`src/design/cfl_pkg.sv`:
```
// constants, state codes and register layout shared by the flash configuration loader
package cfl_pkg;

  // ==========================================================================
  // clock and timing
  localparam int CLK_PERIOD_NS = 4;                 // loader clock, 250 MHz

  // least time in ns to whole cycles, never below one cycle
  function automatic int cyc_up(input int ns);
    int c;
    c = (ns + CLK_PERIOD_NS - 1) / CLK_PERIOD_NS;
    return (c < 1) ? 1 : c;
  endfunction

  localparam int SYNC_LAG        = 2;               // flip-flops in each pin synchroniser
  localparam int FRST_LOW_NS     = 500;             // flash reset pulse width
  localparam int FRST_LOW_CYC    = cyc_up(FRST_LOW_NS);
  localparam int NCFG_LOW_NS     = 2000;            // configuration-request low pulse
  localparam int NCFG_LOW_CYC    = cyc_up(NCFG_LOW_NS);
  localparam int RD_ACC_NS       = 100;             // asynchronous flash read access time
  localparam int RD_WAIT_CYC     = cyc_up(RD_ACC_NS) + SYNC_LAG;
  localparam int ADV_LOW_CYC     = 4;               // one full burst clock period, worst divider
  localparam int WDOG_TIMEOUT_MS = 100;             // watchdog period
  localparam int WDOG_TIMEOUT_CYC = WDOG_TIMEOUT_MS * 1000000 / CLK_PERIOD_NS;

  // ==========================================================================
  // widths
  localparam int FLASH_AW   = 24;
  localparam int FLASH_DW   = 16;
  localparam int FIFO_DEPTH = 4;
  localparam int CNT_W      = 16;
  localparam int WDOG_W     = 32;
  localparam int SYNC_N     = 7;
  localparam int PEND_N     = 3;                    // burst edge to capture pipeline

  // ==========================================================================
  // positions in the pin synchroniser vector
  localparam int SI_KICK = 0;                       // watchdog retrigger
  localparam int SI_DONE = 1;                       // configuration done
  localparam int SI_STAT = 2;                       // fpga status, low is error
  localparam int SI_RECF = 3;                       // reconfiguration request, low active
  localparam int SI_GRNT = 4;                       // flash access granted
  localparam int SI_RDY  = 5;                       // configuration sink ready
  localparam int SI_RQIN = 6;                       // level seen on configuration-request line

  localparam logic [FLASH_AW-1:0] START_ADDR = 24'h000000;

  // ==========================================================================
  // loader states, one-hot
  typedef enum logic [7:0] {
    ST_IDLE  = 8'h01,
    ST_FRST  = 8'h02,
    ST_NCFG  = 8'h04,
    ST_WSTAT = 8'h08,
    ST_BADV  = 8'h10,
    ST_BREAD = 8'h20,
    ST_AREAD = 8'h40,
    ST_END   = 8'h80
  } cfl_state_t;

  // ==========================================================================
  // complete loader state
  typedef struct packed {
    cfl_state_t              st;
    logic [SYNC_N-1:0]       s1;
    logic [SYNC_N-1:0]       s2;
    logic [FLASH_DW-1:0]     d1;
    logic [FLASH_DW-1:0]     d2;
    logic [CNT_W-1:0]        cnt;
    logic [WDOG_W-1:0]       wdog;
    logic                    kick_acc;
    logic                    kick_hold;
    logic                    div;
    logic                    bclk;
    logic [PEND_N-1:0]       pend;
    logic                    oe_b;
    logic                    adv_b;
    logic                    frst_b;
    logic                    ncfg_oe;
    logic                    acc_req;
    logic                    wdog_err;
    logic                    cfg_err;
    logic                    done;
    logic [FLASH_AW-1:0]     addr;
    logic                    push;
    logic [FLASH_DW-1:0]     push_data;
  } cfl_regs_t;

  localparam cfl_regs_t REGS_RST = '{
    st: ST_IDLE, s1: 7'h7f, s2: 7'h7f, d1: 16'h0000, d2: 16'h0000, cnt: 16'h0000,
    wdog: 32'h00000000, kick_acc: 1'b0, kick_hold: 1'b0, div: 1'b0, bclk: 1'b0,
    pend: 3'h0, oe_b: 1'b1, adv_b: 1'b1, frst_b: 1'b0, ncfg_oe: 1'b0, acc_req: 1'b0,
    wdog_err: 1'b0, cfg_err: 1'b0, done: 1'b0, addr: START_ADDR, push: 1'b0,
    push_data: 16'h0000};

endpackage

```
`src/design/cfl_fifo.sv`:
```
// small synchronous fifo between flash reads and the configuration data output
`timescale 1ns/1ps

module cfl_fifo #(
  parameter int W = 16,
  parameter int D = 4
) (
  input  wire logic                 clk,       // loader clock
  input  wire logic                 rst_b,     // async reset, low active
  input  wire logic                 ce,        // clock enable, freezes all state
  input  wire logic                 in_valid,  // word offered
  output logic                      in_ready,  // room for a word
  input  wire logic [W-1:0]         in_data,   // word in
  output logic                      out_valid, // word available
  input  wire logic                 out_ready, // drain side takes word
  output logic [W-1:0]              out_data,  // head word, from storage flops
  output logic [$clog2(D+1)-1:0]    level      // words held
);

  localparam int AW = (D > 1) ? $clog2(D) : 1;
  localparam int LW = $clog2(D+1);

  // ==========================================================================
  // storage and pointers
  logic [W-1:0]  mem [D];
  logic [AW-1:0] wr_ptr;
  logic [AW-1:0] rd_ptr;
  logic [LW-1:0] cnt;
  logic          do_wr;
  logic          do_rd;

  // pointer wrap for a depth that need not be a power of two
  function automatic logic [AW-1:0] ptr_inc(input logic [AW-1:0] p);
    return (p == AW'(D - 1)) ? '0 : p + 1'b1;
  endfunction

  // honest full and empty flags
  assign in_ready  = (cnt != LW'(D));
  assign out_valid = (cnt != '0);
  assign do_wr     = in_valid && in_ready;
  assign do_rd     = out_valid && out_ready;
  assign out_data  = mem[rd_ptr];
  assign level     = cnt;

  // pointer and count update
  always_ff @(posedge clk or negedge rst_b) begin
    if (!rst_b) begin
      wr_ptr <= '0;
      rd_ptr <= '0;
      cnt    <= '0;
    end else if (ce) begin
      if (do_wr) begin
        wr_ptr <= ptr_inc(wr_ptr);
      end
      if (do_rd) begin
        rd_ptr <= ptr_inc(rd_ptr);
      end
      cnt <= cnt + LW'(do_wr) - LW'(do_rd);
    end
  end

  // data array has no reset, contents only read when counted valid
  always_ff @(posedge clk) begin
    if (ce && do_wr) begin
      mem[wr_ptr] <= in_data;
    end
  end

endmodule // cfl_fifo

```
`src/design/cfl_loader.sv`:
```
// parallel flash configuration loader: flash strobes, burst clock, fpga config request, watchdog
// How it works
// - write strobe low only for flash writes
// - output strobe low while reading flash
// - single flash: burst clock is half rate
// - dual flash: burst clock is quarter rate
// - burst pins only used in burst mode
// - address-valid low pulse latches burst start
// - flash reset low resets, high runs
// - low pulse on open-drain config request
// - watchdog error output high on error
// - fpga status low: error, stop reading
// - config done high means success
// - access request high; wait for grant
// - registered reconfiguration request restarts configuration, except after a watchdog error
`timescale 1ns/1ps

module cfl_loader #(
  parameter int WDOG_CYC = cfl_pkg::WDOG_TIMEOUT_CYC
) (
  input  wire logic                         clk,            // loader clock, 250 MHz
  input  wire logic                         rst_b,          // async reset, low active
  input  wire logic                         ce,             // clock enable
  input  wire logic                         burst_en,       // burst mode select
  input  wire logic                         dual_flash,     // two flash devices
  output logic [cfl_pkg::FLASH_AW-1:0]      flash_addr,     // flash word address
  input  wire logic [cfl_pkg::FLASH_DW-1:0] flash_data_in,  // flash data pins
  output logic                              flash_we_b,     // flash write strobe
  output logic                              flash_oe_b,     // flash output strobe
  output logic                              flash_bclk,     // burst clock
  output logic                              flash_adv_b,    // burst address valid
  output logic                              flash_rst_b,    // flash reset
  input  wire logic                         cfg_req_in,     // config-request line level
  output logic                              cfg_req_out,    // config-request drive value
  output logic                              cfg_req_oe,     // config-request drive enable
  input  wire logic                         fpga_done,      // fpga configuration done
  input  wire logic                         fpga_status_b,  // fpga status, low is error
  output logic [cfl_pkg::FLASH_DW-1:0]      cfg_data,       // configuration word
  output logic                              cfg_valid,      // configuration word valid
  input  wire logic                         cfg_ready,      // configuration sink ready
  input  wire logic                         reconf_b,       // reconfiguration request
  input  wire logic                         acc_granted,    // flash access granted
  output logic                              acc_req,        // flash access request
  input  wire logic                         wdog_kick,      // watchdog retrigger level
  output logic                              wdog_err,       // watchdog error
  output logic                              cfg_err,        // fpga reported an error
  output logic                              cfg_ok          // configuration succeeded
);

  localparam int LW = $clog2(cfl_pkg::FIFO_DEPTH + 1);

  cfl_pkg::cfl_regs_t r;
  cfl_pkg::cfl_regs_t n;
  logic               fifo_in_ready;
  logic               fifo_out_valid;
  logic [LW-1:0]      fifo_level;
  logic               loading;

  // ==========================================================================
  // helpers
  localparam int CNT_W_L = cfl_pkg::CNT_W;
  function automatic logic [CNT_W_L-1:0] cnt_inc(input logic [CNT_W_L-1:0] c);
    return c + 1'b1;
  endfunction

  // words that will land in the fifo: held, queued for push, and edges in flight
  function automatic logic [LW+1:0] committed(input logic [LW-1:0] lvl, input logic psh,
                                              input logic [cfl_pkg::PEND_N-1:0] pnd);
    return (LW+2)'(lvl) + (LW+2)'(psh) + (LW+2)'(pnd[0]) + (LW+2)'(pnd[1]) + (LW+2)'(pnd[2]);
  endfunction

  assign loading = (r.st == cfl_pkg::ST_BADV) || (r.st == cfl_pkg::ST_BREAD) ||
                   (r.st == cfl_pkg::ST_AREAD);

  // ==========================================================================
  // next state
  always_comb begin
    logic kick;
    logic granted;
    logic room;
    kick      = 1'b0;
    granted   = r.s2[cfl_pkg::SI_GRNT];
    room      = committed(fifo_level, r.push, r.pend) < (LW+2)'(cfl_pkg::FIFO_DEPTH);
    n         = r;
    // pins pass two flops; only s2 is looked at
    n.s1      = {cfg_req_in, cfg_ready, acc_granted, reconf_b, fpga_status_b, fpga_done, wdog_kick};
    n.s2      = r.s1;
    n.d1      = flash_data_in;
    n.d2      = r.d1;
    n.push    = 1'b0;
    n.pend    = {r.pend[cfl_pkg::PEND_N-2:0], 1'b0};

    // retrigger accepted only after a new level stood two cycles
    if (r.s2[cfl_pkg::SI_KICK] != r.kick_acc) begin
      if (r.kick_hold) begin
        n.kick_acc  = r.s2[cfl_pkg::SI_KICK];
        n.kick_hold = 1'b0;
        kick        = 1'b1;
      end else begin
        n.kick_hold = 1'b1;
      end
    end else begin
      n.kick_hold = 1'b0;
    end

    // captured burst word from an edge three cycles back, covers the pin sync lag
    if (r.pend[cfl_pkg::PEND_N-1]) begin
      n.push      = 1'b1;
      n.push_data = r.d2;
    end

    case (r.st)
      cfl_pkg::ST_IDLE: begin
        n.acc_req = 1'b1;
        if (granted) begin
          n.st     = cfl_pkg::ST_FRST;
          n.frst_b = 1'b0;
          n.cnt    = '0;
        end
      end
      cfl_pkg::ST_FRST: begin
        n.cnt = cnt_inc(r.cnt);
        if (r.cnt == CNT_W_L'(cfl_pkg::FRST_LOW_CYC - 1)) begin
          n.frst_b  = 1'b1;
          n.ncfg_oe = 1'b1;
          n.st      = cfl_pkg::ST_NCFG;
          n.cnt     = '0;
        end
      end
      cfl_pkg::ST_NCFG: begin
        // pulse stretched while reconfiguration stays requested
        if (r.cnt != CNT_W_L'(cfl_pkg::NCFG_LOW_CYC - 1)) begin
          n.cnt = cnt_inc(r.cnt);
        end else if (r.s2[cfl_pkg::SI_RECF]) begin
          n.ncfg_oe = 1'b0;
          n.st      = cfl_pkg::ST_WSTAT;
        end
      end
      cfl_pkg::ST_WSTAT: begin
        // line must float back high and fpga must report ready first
        if (r.s2[cfl_pkg::SI_RQIN] && r.s2[cfl_pkg::SI_STAT] && granted) begin
          n.addr = cfl_pkg::START_ADDR;
          n.cnt  = '0;
          if (burst_en) begin
            n.st    = cfl_pkg::ST_BADV;
            n.adv_b = 1'b0;
          end else begin
            n.st = cfl_pkg::ST_AREAD;
          end
        end
      end
      cfl_pkg::ST_BADV: begin
        n.cnt = cnt_inc(r.cnt);
        if (r.cnt == CNT_W_L'(cfl_pkg::ADV_LOW_CYC - 1)) begin
          n.adv_b = 1'b1;
          n.oe_b  = 1'b0;
          n.st    = cfl_pkg::ST_BREAD;
          n.div   = 1'b0;
        end
      end
      cfl_pkg::ST_BREAD: begin
        n.oe_b = !granted;
        // falling edge always completes; a rising edge waits for room and grant
        if (r.bclk) begin
          if (!dual_flash || r.div) begin
            n.bclk = 1'b0;
            n.div  = 1'b0;
          end else begin
            n.div = 1'b1;
          end
        end else if (granted && room) begin
          if (!dual_flash || r.div) begin
            n.bclk    = 1'b1;
            n.div     = 1'b0;
            n.pend[0] = 1'b1;
            n.addr    = r.addr + 1'b1;
          end else begin
            n.div = 1'b1;
          end
        end
      end
      cfl_pkg::ST_AREAD: begin
        n.oe_b = !granted;
        // losing the grant abandons the read in flight; it restarts in full, never pushes a floating bus
        if (!granted || (r.cnt == '0 && !(room && fifo_in_ready))) begin
          n.cnt = '0;
        end else if (r.cnt == CNT_W_L'(cfl_pkg::RD_WAIT_CYC - 1)) begin
          n.push      = 1'b1;
          n.push_data = r.d2;
          n.addr      = r.addr + 1'b1;
          n.cnt       = '0;
        end else begin
          n.cnt = cnt_inc(r.cnt);
        end
      end
      cfl_pkg::ST_END: begin
        n.acc_req = 1'b0;
      end
      default: begin
        n.st = cfl_pkg::ST_END;
      end
    endcase

    // outcome of the fpga ends reading and frees the flash
    if (loading && !r.s2[cfl_pkg::SI_STAT]) begin
      n.cfg_err = 1'b1;
      n.st      = cfl_pkg::ST_END;
    end else if (loading && r.s2[cfl_pkg::SI_DONE]) begin
      n.done = 1'b1;
      n.st   = cfl_pkg::ST_END;
    end

    // watchdog runs from the flash reset pulse until the load ends
    if (kick || r.st == cfl_pkg::ST_IDLE || r.st == cfl_pkg::ST_END) begin
      n.wdog = '0;
    end else if (r.wdog == cfl_pkg::WDOG_W'(WDOG_CYC - 1)) begin
      n.wdog_err = 1'b1;
      n.st       = cfl_pkg::ST_END;
    end else begin
      n.wdog = r.wdog + 1'b1;
    end

    // reconfiguration restarts the request pulse; a watchdog error blocks it
    if (!r.s2[cfl_pkg::SI_RECF] && !r.wdog_err && !n.wdog_err &&
        r.st != cfl_pkg::ST_IDLE && r.st != cfl_pkg::ST_FRST && r.st != cfl_pkg::ST_NCFG) begin
      n.st      = cfl_pkg::ST_NCFG;
      n.ncfg_oe = 1'b1;
      n.cnt     = '0;
      n.done    = 1'b0;
      n.cfg_err = 1'b0;
      n.acc_req = 1'b1;
    end

    // leaving the read states parks every flash strobe
    if (n.st != cfl_pkg::ST_BREAD && n.st != cfl_pkg::ST_AREAD) begin
      n.oe_b = 1'b1;
      n.bclk = 1'b0;
    end
    if (n.st != cfl_pkg::ST_BADV) begin
      n.adv_b = 1'b1;
    end
    if (n.st == cfl_pkg::ST_END) begin
      n.acc_req = 1'b0;
    end
  end

  // ==========================================================================
  // state register, frozen while ce is low
  always_ff @(posedge clk or negedge rst_b) begin
    if (!rst_b) begin
      r <= cfl_pkg::REGS_RST;
    end else if (ce) begin
      r <= n;
    end
  end

  // ==========================================================================
  // word buffer; the flash side stalls through the room term above
  cfl_fifo #(
    .W (cfl_pkg::FLASH_DW),
    .D (cfl_pkg::FIFO_DEPTH)
  ) u_fifo (
    .clk       (clk),
    .rst_b     (rst_b),
    .ce        (ce),
    .in_valid  (r.push),
    .in_ready  (fifo_in_ready),
    .in_data   (r.push_data),
    .out_valid (fifo_out_valid),
    .out_ready (cfg_valid && r.s2[cfl_pkg::SI_RDY]),
    .out_data  (cfg_data),
    .level     (fifo_level)
  );

  // ==========================================================================
  // outputs; the loader never writes flash so the write strobe stays high
  assign flash_we_b  = 1'b1;
  assign flash_oe_b  = r.oe_b;
  assign flash_bclk  = r.bclk;
  assign flash_adv_b = r.adv_b;
  assign flash_rst_b = r.frst_b;
  assign flash_addr  = r.addr;
  assign cfg_req_out = 1'b0;
  assign cfg_req_oe  = r.ncfg_oe;
  assign cfg_valid   = fifo_out_valid && loading;
  assign acc_req     = r.acc_req;
  assign wdog_err    = r.wdog_err;
  assign cfg_err     = r.cfg_err;
  assign cfg_ok      = r.done;

endmodule // cfl_loader

```
`config.mk`:
```
export PLATFORM = sky130hd
export DESIGN_NAME = cfl_loader
export DESIGN_NICKNAME = d
export VERILOG_FILES = /design/src/design/cfl_pkg.sv /design/src/design/cfl_fifo.sv /design/src/design/cfl_loader.sv
export SDC_FILE = /design/constraint.sdc
export NUM_CORES = 1
export LEC_CHECK = 0
export ABC_AREA = 1
export BUFFER_PORTS_ARGS = -buffer_cell sky130_fd_sc_hd__buf_2
export CORE_UTILIZATION = 55
export DETAILED_ROUTE_END_ITERATION = 7
export PLACE_DENSITY_LB_ADDON = 0.15
export SYNTH_ARGS = -nofsm -noshare
export SYNTH_HDL_FRONTEND = slang
export SYNTH_SLANG_ARGS = --single-unit
```
`constraint.sdc`:
```
create_clock -name clk -period 7.3 [get_ports clk]
set_input_delay 0.365 -clock clk [delete_from_list [all_inputs] [get_ports clk]]
set_output_delay 0.365 -clock clk [all_outputs]
set_load 0.01 [all_outputs]
```
==> results.json, run 1 <==
{
  "power_density_nw_per_um2": 260,
  "crit_fanout": 23,
  "clkPwrFrac_pct": 37.8,
  "p_comb_share_pct": 17.2,
  "gp_congestion": 0.883,
  "reg2reg_slack_ns": 3.92,
  "rows": 54,
  "post-route-min-period_ns": 3.38,
  "n_fill_cell": 1915,
  "cp-start-kind": "flop",
  "grt_usage_pct": 24.7,
  "grt_pass1_wl_mm": 47.3,
  "final_net_count": 1637,
  "cts_buffer_depth": 3,
  "status": "finished, violations left",
  "violations": "DRC",
  "final_cell_mix": "447 x nand2_1, 149 x nor2_1, 148 x dfrtp_1",
  "synth.avg_cell_area_um2": 7.97,
  "whs_endpoint": "n[136]$_DFFE_PN1P_",
  "fin_util_pct": 62.0,
  "first_iter_violations": 867,
  "p_total_mw": 3.55,
  "syn_to_final_growth_pct": 9.19,
  "p_sw_mw": 1.07,
  "synth_edf_count": 64,
  "drc_errors": 4,
  "ant_nets": 0,
  "vias": 10300,
  "clk_latency_ns": 0.54,
  "worstPathRequired_ns": 7.71,
  "ys_ff_latch": 229,
  "cts-htree-levels": 1,
  "portBuffers": 77,
  "first_pass_iters": 8,
  "synthFlopType": "dfrtp_1",
  "layout_commonest_cell": "nand2_1",
  "max_clock_freq_mhz": 296,
  "reg2reg_depth": 15,
  "initial_core_util_pct": 56.8,
  "grt_max_degree": 99,
  "synthesis.area_um2": 12500,
  "yosysUniqueCellTypes": 47,
  "routed_wl_mm": 28.4,
  "finalSetupViolCount": 0,
  "hold_path_class": "in -> reg",
  "swShare_pct": 30.2,
  "yosys_warnings": 0,
  "io_pins": 80,
  "grt_pass1_vias": 9525,
  "drive_gt1_share_pct": 11.0,
  "final.setup.worst_slack_ns": 3.92,
  "die_x_um": 153,
  "overflow": 0,
  "clkSinkCount": 229,
  "pre_cts_ws_ns": 3.96,
  "routedWlPerCell_um": 15.0,
  "post_cts_buffers": 0,
  "r2r-start": "r[153]$_DFFE_PN0P_",
  "tightest_slew_ns": 1.06,
  "synth-async-reset-ratio_pct": 72.1,
  "cp-end-kind": "flop",
  "chipHeight_um": 153,
  "yosysSeqAreaShare_pct": 48.6,
  "clkSlewWorstSetupHoldPaths_ns": 0.06,
  "sequentialPowerShare_pct": 45.0,
  "finalHoldViolCount": 0,
  "setup_tns_ns": 0,
  "syn-num-nets": 1612,
  "skew_ns": 0.0107,
  "vdd_drop_max_mv": 0.166,
  "cap_violations": 0,
  "diodes": 0,
  "maxSlewViolCount": 0,
  "hold_path_depth": 3,
  "finalCritPeriodShare_pct": 46.3,
  "die_area_um2": 23300,
  "cts_tree": "done",
  "synthCells": 1568,
  "vias_per_cell": 5.43,
  "hold_path_startpoint": "wdog_kick",
  "cts_buffers": 25,
  "grt_antenna_before_repair": 0,
  "internal_power_mw": 2.48,
  "clockRootBuffer": "clkbuf_16",
  "rsz0062_at_grt": "no",
  "cp_data_arrival_time_ns": 3.80,
  "core_area_um2": 22000,
  "relSlewSlack_pct": 29.1,
  "dp_hpwl_mm": 19.0,
  "p_leak_nw": 6.03,
  "critPathKind": "reg -> reg",
  "reg2reg_to": "u_fifo.level[2]$_DFFE_PN0P_"
}
[synthesized netlist by cell type, types with 21 or more instances]
cell | number | area, um^2
buf_4 | 30 | 225
clkbuf_1 | 25 | 93.8
dfrtp_1 | 148 | 3700
edfxtp_1 | 64 | 1920
inv_1 | 143 | 537
nand2_1 | 447 | 1680
nand3_1 | 103 | 515
nand4_1 | 41 | 257
nor2_1 | 153 | 574
nor3_1 | 37 | 185
o21ai_0 | 142 | 711
o21ai_1 | 21 | 105
xor2_1 | 38 | 333
[final cells by class]
cell class | instances | area (um^2) | share of cell area (%)
Clock buffer | 29 | 641 | 4.69
Clock inverter | 17 | 240 | 1.76
Inverter | 153 | 577 | 4.23
Multi-Input combinational cell | 1100 | 5320 | 39.0
Sequential cell | 229 | 6070 | 44.5
Tap cell | 280 | 350 | 2.57
Timing Repair Buffer | 84 | 454 | 3.33
[critical path, cell delays in order (launching register included)]
cell     delay [ns]
dfrtp_1        0.41
inv_1          0.12
nand2_1        0.06
nor2_1         0.16
nand2_1        0.48
nand3_1        0.45
nand2_1        0.11
nor2_1         0.17
ha_1           0.26
inv_1          0.06
ha_1           0.13
inv_1          0.05
fa_1           0.37
a21oi_1        0.15
o21ai_0        0.12
xor2_1         0.16
[sequential cells by signal, indices dropped and copies added (netlist names)]
name,flops
r,100
u_fifo.mem,64
n,25
flash_addr,24
u_fifo.level,3
u_fifo.rd_ptr,2
u_fifo.wr_ptr,2
acc_req,1
cfg_err,1
cfg_ok,1
cfg_req_oe,1
flash_adv_b,1
flash_bclk,1
flash_oe_b,1
flash_rst_b,1
wdog_err,1
[logic make-up after synthesis]
kind of cell	Yosys count	share of synthesized area [%]
buf+inv	239	8.99
compound gates	218	9.50
simple gates	820	28.1
other cells	2	0.0601
flops	229	48.6
xor+xnor	44	3.08
fa+ha+maj	16	1.72
[what timing repair did]
action	4_1_cts	5_1_grt
gates resized for setup	0	0
endpoints found under the hold margin	41	0
hold buffers	3	0
[worst max path at each step]
| stage | from | endpoint | cells past startpoint |
|---|---|---|---|
| CTS | u_fifo.rd_ptr[0]$_DFFE_PN0P_ | cfg_data[15] | 4 |
| global placement | r[153]$_DFFE_PN0P_ | u_fifo.level[2]$_DFFE_PN0P_ | 15 |
| global route | u_fifo.rd_ptr[0]$_DFFE_PN0P_ | cfg_data[12] | 4 |
| floorplan | r[155]$_DFFE_PN0P_ | u_fifo.level[2]$_DFFE_PN0P_ | 14 |
| detailed placement | r[157]$_DFFE_PN0P_ | u_fifo.level[2]$_DFFE_PN0P_ | 15 |
| finish | r[153]$_DFFE_PN0P_ | u_fifo.level[2]$_DFFE_PN0P_ | 15 |
[power by group through the flow]
stage | Clock (mW) | Combinational [mW] | Sequential, mW
final | 1.34 | 0.610 | 1.60
after global routing | 1.43 | 0.690 | 1.62
after CTS | 1.37 | 0.616 | 1.60
after detailed placement | 0 | 0.611 | 1.62
after global placement | 0 | 0.593 | 1.62
after floorplan | 0 | 0.464 | 1.56
[stage by stage]
step / std cells / cell area (um^2) / hold slack, ns
floorplan: 1568 / 12500 / 0.0694
global placement: 1843 / 12700 / 0.452
detailed placement: 1843 / 12700 / 0.456
CTS: 1892 / 13700 / 0.00489
global route: 1892 / 13700 / 0.00535
finish: 1892 / 13700 / 0.0250
[metal layers]
layer  wire (um)  share of wire (%)  GRT usage [%]
met5           0                  0              0
met3        1400                4.9           2.99
met2       12700                 45           38.7
met1       13700                 48           36.2
met4         593                2.1           7.36
No activity file was read; power rests on OpenSTA's default activity.
==> inputs of run 2 (changes only) <==
ABC_AREA = 0   (was 1)
clock period = 3.4 ns   (was 7.3 ns; I/O delays follow)
==> run 2 against run 1 <==
- the run now ends clean
- final cell count decreased by 31%
- clock power is 81% higher
- synthesized cell count down 40%
- global-route usage shrank 1.4 points
- non-clock buffer count up 45
- critical path depth shrank 7
- total power up 87%
- first-iteration DRC count shrank 49%
- register-to-register slack got worse by 3.7 ns
- critical path type unchanged
- critical endpoint is now flash_addr[6]$_DFFE_PN0P_
- highest routed layer unchanged
==> results.json, run 2 <==
{
  "synth_top_area_cell": "dfrtp_1",
  "p_total_mw": 6.65,
  "rows": 51,
  "r2r-start": "r[98]$_DFFE_PN0P_",
  "p_sw_mw": 1.79,
  "clkSlewWorstSetupHoldPaths_ns": 0.06,
  "layout_commonest_cell": "dfrtp_1",
  "reg2reg_slack_ns": 0.20,
  "relSlewSlack_pct": 31.1,
  "yosysUniqueCellTypes": 64,
  "power_density_nw_per_um2": 535,
  "clkSinkCount": 229,
  "p_comb_share_pct": 14.4,
  "dp_hpwl_mm": 15.0,
  "critical_path.most_common_cell": "o21ai_0",
  "cts_buffer_depth": 3,
  "p_leak_nw": 5.19,
  "final.setup.worst_slack_ns": 0.200,
  "final_cell_mix": "148 x dfrtp_1, 77 x o21ai_0, 75 x buf_2",
  "die_area_um2": 20400,
  "cp-end-kind": "flop",
  "synthFlopType": "dfrtp_1",
  "final_net_count": 1068,
  "clockRootBuffer": "clkbuf_16",
  "slowest_delay_ns": 0.59,
  "crit_chain": "or4_4 > or3_1 > o41a_4 > o31a_1 > o311ai_4 > buf_4 > o21ai_0 > o21ai_0",
  "finalSetupViolCount": 0,
  "vias_per_cell": 5.82,
  "critPathKind": "reg -> reg",
  "synth_edf_count": 64,
  "first_pass_iters": 5,
  "vias": 7611,
  "hold_path_class": "in -> reg",
  "sequentialPowerShare_pct": 49.0,
  "grt_pass1_wl_mm": 37.5,
  "setup_tns_ns": 0,
  "initial_core_util_pct": 55.9,
  "finalHoldViolCount": 0,
  "diodes": 0,
  "clkPwrFrac_pct": 36.6,
  "tightest_slew_ns": 1.03,
  "worstPathRequired_ns": 3.82,
  "synthCells": 942,
  "multi_input_area_um2": 4320,
  "rsz0062_at_grt": "no",
  "max_clock_freq_mhz": 313,
  "cts-htree-levels": 1,
  "yosys_warnings": 0,
  "cap_violations": 0,
  "reg2reg_to": "flash_addr[6]$_DFFE_PN0P_",
  "vdd_drop_max_mv": 0.400,
  "die_x_um": 143,
  "post-route-min-period_ns": 3.20,
  "cts_buffers": 24,
  "grt_max_degree": 89,
  "skew_ns": 0.00678,
  "crit_path_end": "flash_addr[6]$_DFFE_PN0P_",
  "core_area_um2": 19500,
  "reg2reg_depth": 8,
  "maxSlewViolCount": 0,
  "cts_tree": "done",
  "io_pins": 80,
  "overflow": 0,
  "largest_reg_flops": 100,
  "internal_power_mw": 4.85,
  "grt_pass1_vias": 7292,
  "portBuffers": 77,
  "status": "finished clean",
  "n_fill_cell": 1484,
  "synth.avg_cell_area_um2": 11.6,
  "yosys.cell_count.top_type": "dfrtp_1",
  "chipHeight_um": 143,
  "cp-start-kind": "flop",
  "ant_nets": 0,
  "worst_hold_slack_ns": 0.0624,
  "clk_latency_ns": 0.52,
  "routed_wl_mm": 23.0,
  "syn-num-nets": 986,
  "critPathSlowestCell": "or4_4",
  "synthTopCellsByCount": "148 x dfrtp_1, 77 x o21ai_0, 66 x mux2_2, 64 x edfxtp_1",
  "drc_errors": 0,
  "synth_top_area_share_pct": 34.0,
  "first_iter_violations": 441,
  "crit_fanout": 11,
  "grt_usage_pct": 23.3,
  "swShare_pct": 27.0,
  "regArea_um2": 6070,
  "pre_cts_ws_ns": 0.275,
  "ys_top_cells_by_area": "dfrtp_1 34%, edfxtp_1 18%, mux2_2 6.8%",
  "grt_antenna_before_repair": 0,
  "cp_data_arrival_time_ns": 3.62,
  "drive_gt1_share_pct": 23.7,
  "regMostFlops": "r",
  "syn_to_final_growth_pct": 14.1,
  "ys_ff_latch": 229,
  "routedWlPerCell_um": 17.6,
  "finalCritPeriodShare_pct": 94.1,
  "yosysSeqAreaShare_pct": 55.8,
  "synth-async-reset-ratio_pct": 72.1,
  "crit_start": "r[98]$_DFFE_PN0P_",
  "gp_congestion": 0.889,
  "synthesis.area_um2": 10900
}
[run 2: power groups by stage]
stage	registers, mW	clock network (mW)	logic (mW)
3_5_place_dp	3.30	0	0.936
4_1_cts	3.25	2.49	0.965
5_1_grt	3.29	2.59	1.06
2_1_floorplan	3.22	0	0.686
3_3_place_gp	3.29	0	0.913
6_report	3.25	2.43	0.957
[run 2: area by class of cell]
cell class              instances  share of cell area [%]
clock buffers                  34                    5.46
inverters                      28                   0.846
well taps                     265                    2.67
flip-flops and latches        229                    48.9
multi-input cells             612                    34.8
clock inverters                10                   0.453
repair buffers                129                    6.90
[run 2: how the worst min path moves through the flow]
stage	from	slack, ns	endpoint	cells after the start
2_1_floorplan	rst_b	-0.13	acc_req$_DFFE_PN0P_	0
3_3_place_gp	rst_b	0.28	r[81]$_DFFE_PN0P_	1
3_5_place_dp	rst_b	0.28	r[81]$_DFFE_PN0P_	1
4_1_cts	burst_en	0.05	flash_adv_b$_DFFE_PN1P_	3
5_1_grt	burst_en	0.08	flash_adv_b$_DFFE_PN1P_	3
6_report	burst_en	0.06	flash_adv_b$_DFFE_PN1P_	3
[run 2: per-layer routing]
layer | vias to the layer above | global-route usage [%] | part of all wire (%)
met1 | 3784 | 32.7 | 45
li1 | 3590 | - | -
met3 | 43 | 3.55 | 4.6
met4 | 0 | 7.19 | 2.7
met2 | 194 | 37.5 | 47
met5 | - | 0 | 0
[run 2: worst max-delay path, delay by kind of cell (launching register included)]
| family | cells | cell delay, ns |
|---|---|---|
| AOI/OAI and AO/OA | 5 | 1.47 |
| DFF | 1 | 0.43 |
| buffers and inverters | 1 | 0.26 |
| and+or+nand+nor | 2 | 0.94 |
[run 2: repair_timing]
| action | 4_1_cts | 5_1_grt |
|---|---|---|
| endpoints found under the hold margin | 91 | 0 |
| gates resized for setup | 0 | 0 |
| buffers inserted | 0 | 0 |
| hold buffers | 24 | 0 |
[run 2: kinds of logic after synthesis]
| logic type | count (synthesis) | synth area share (%) |
|---|---|---|
| AO/OA/AOI/OAI | 179 | 10.5 |
| XOR/XNOR | 29 | 2.33 |
| adder cells (fa/ha/maj) | 16 | 1.98 |
| buffers and inverters | 101 | 4.54 |
| flip-flops | 229 | 55.8 |
| multiplexers | 85 | 10.4 |
| other | 2 | 0.0690 |
| AND/OR/NAND/NOR | 301 | 14.4 |
[run 2: through the flow]
step / util, % / cell area [um^2] / instances
floorplan: - / 10900 / 942
global placement: 58.8 / 11400 / 1239
detailed placement: 58.8 / 11400 / 1239
CTS: 63.8 / 12400 / 1307
global route: 63.8 / 12400 / 1307
finish: 63.8 / 12400 / 1307
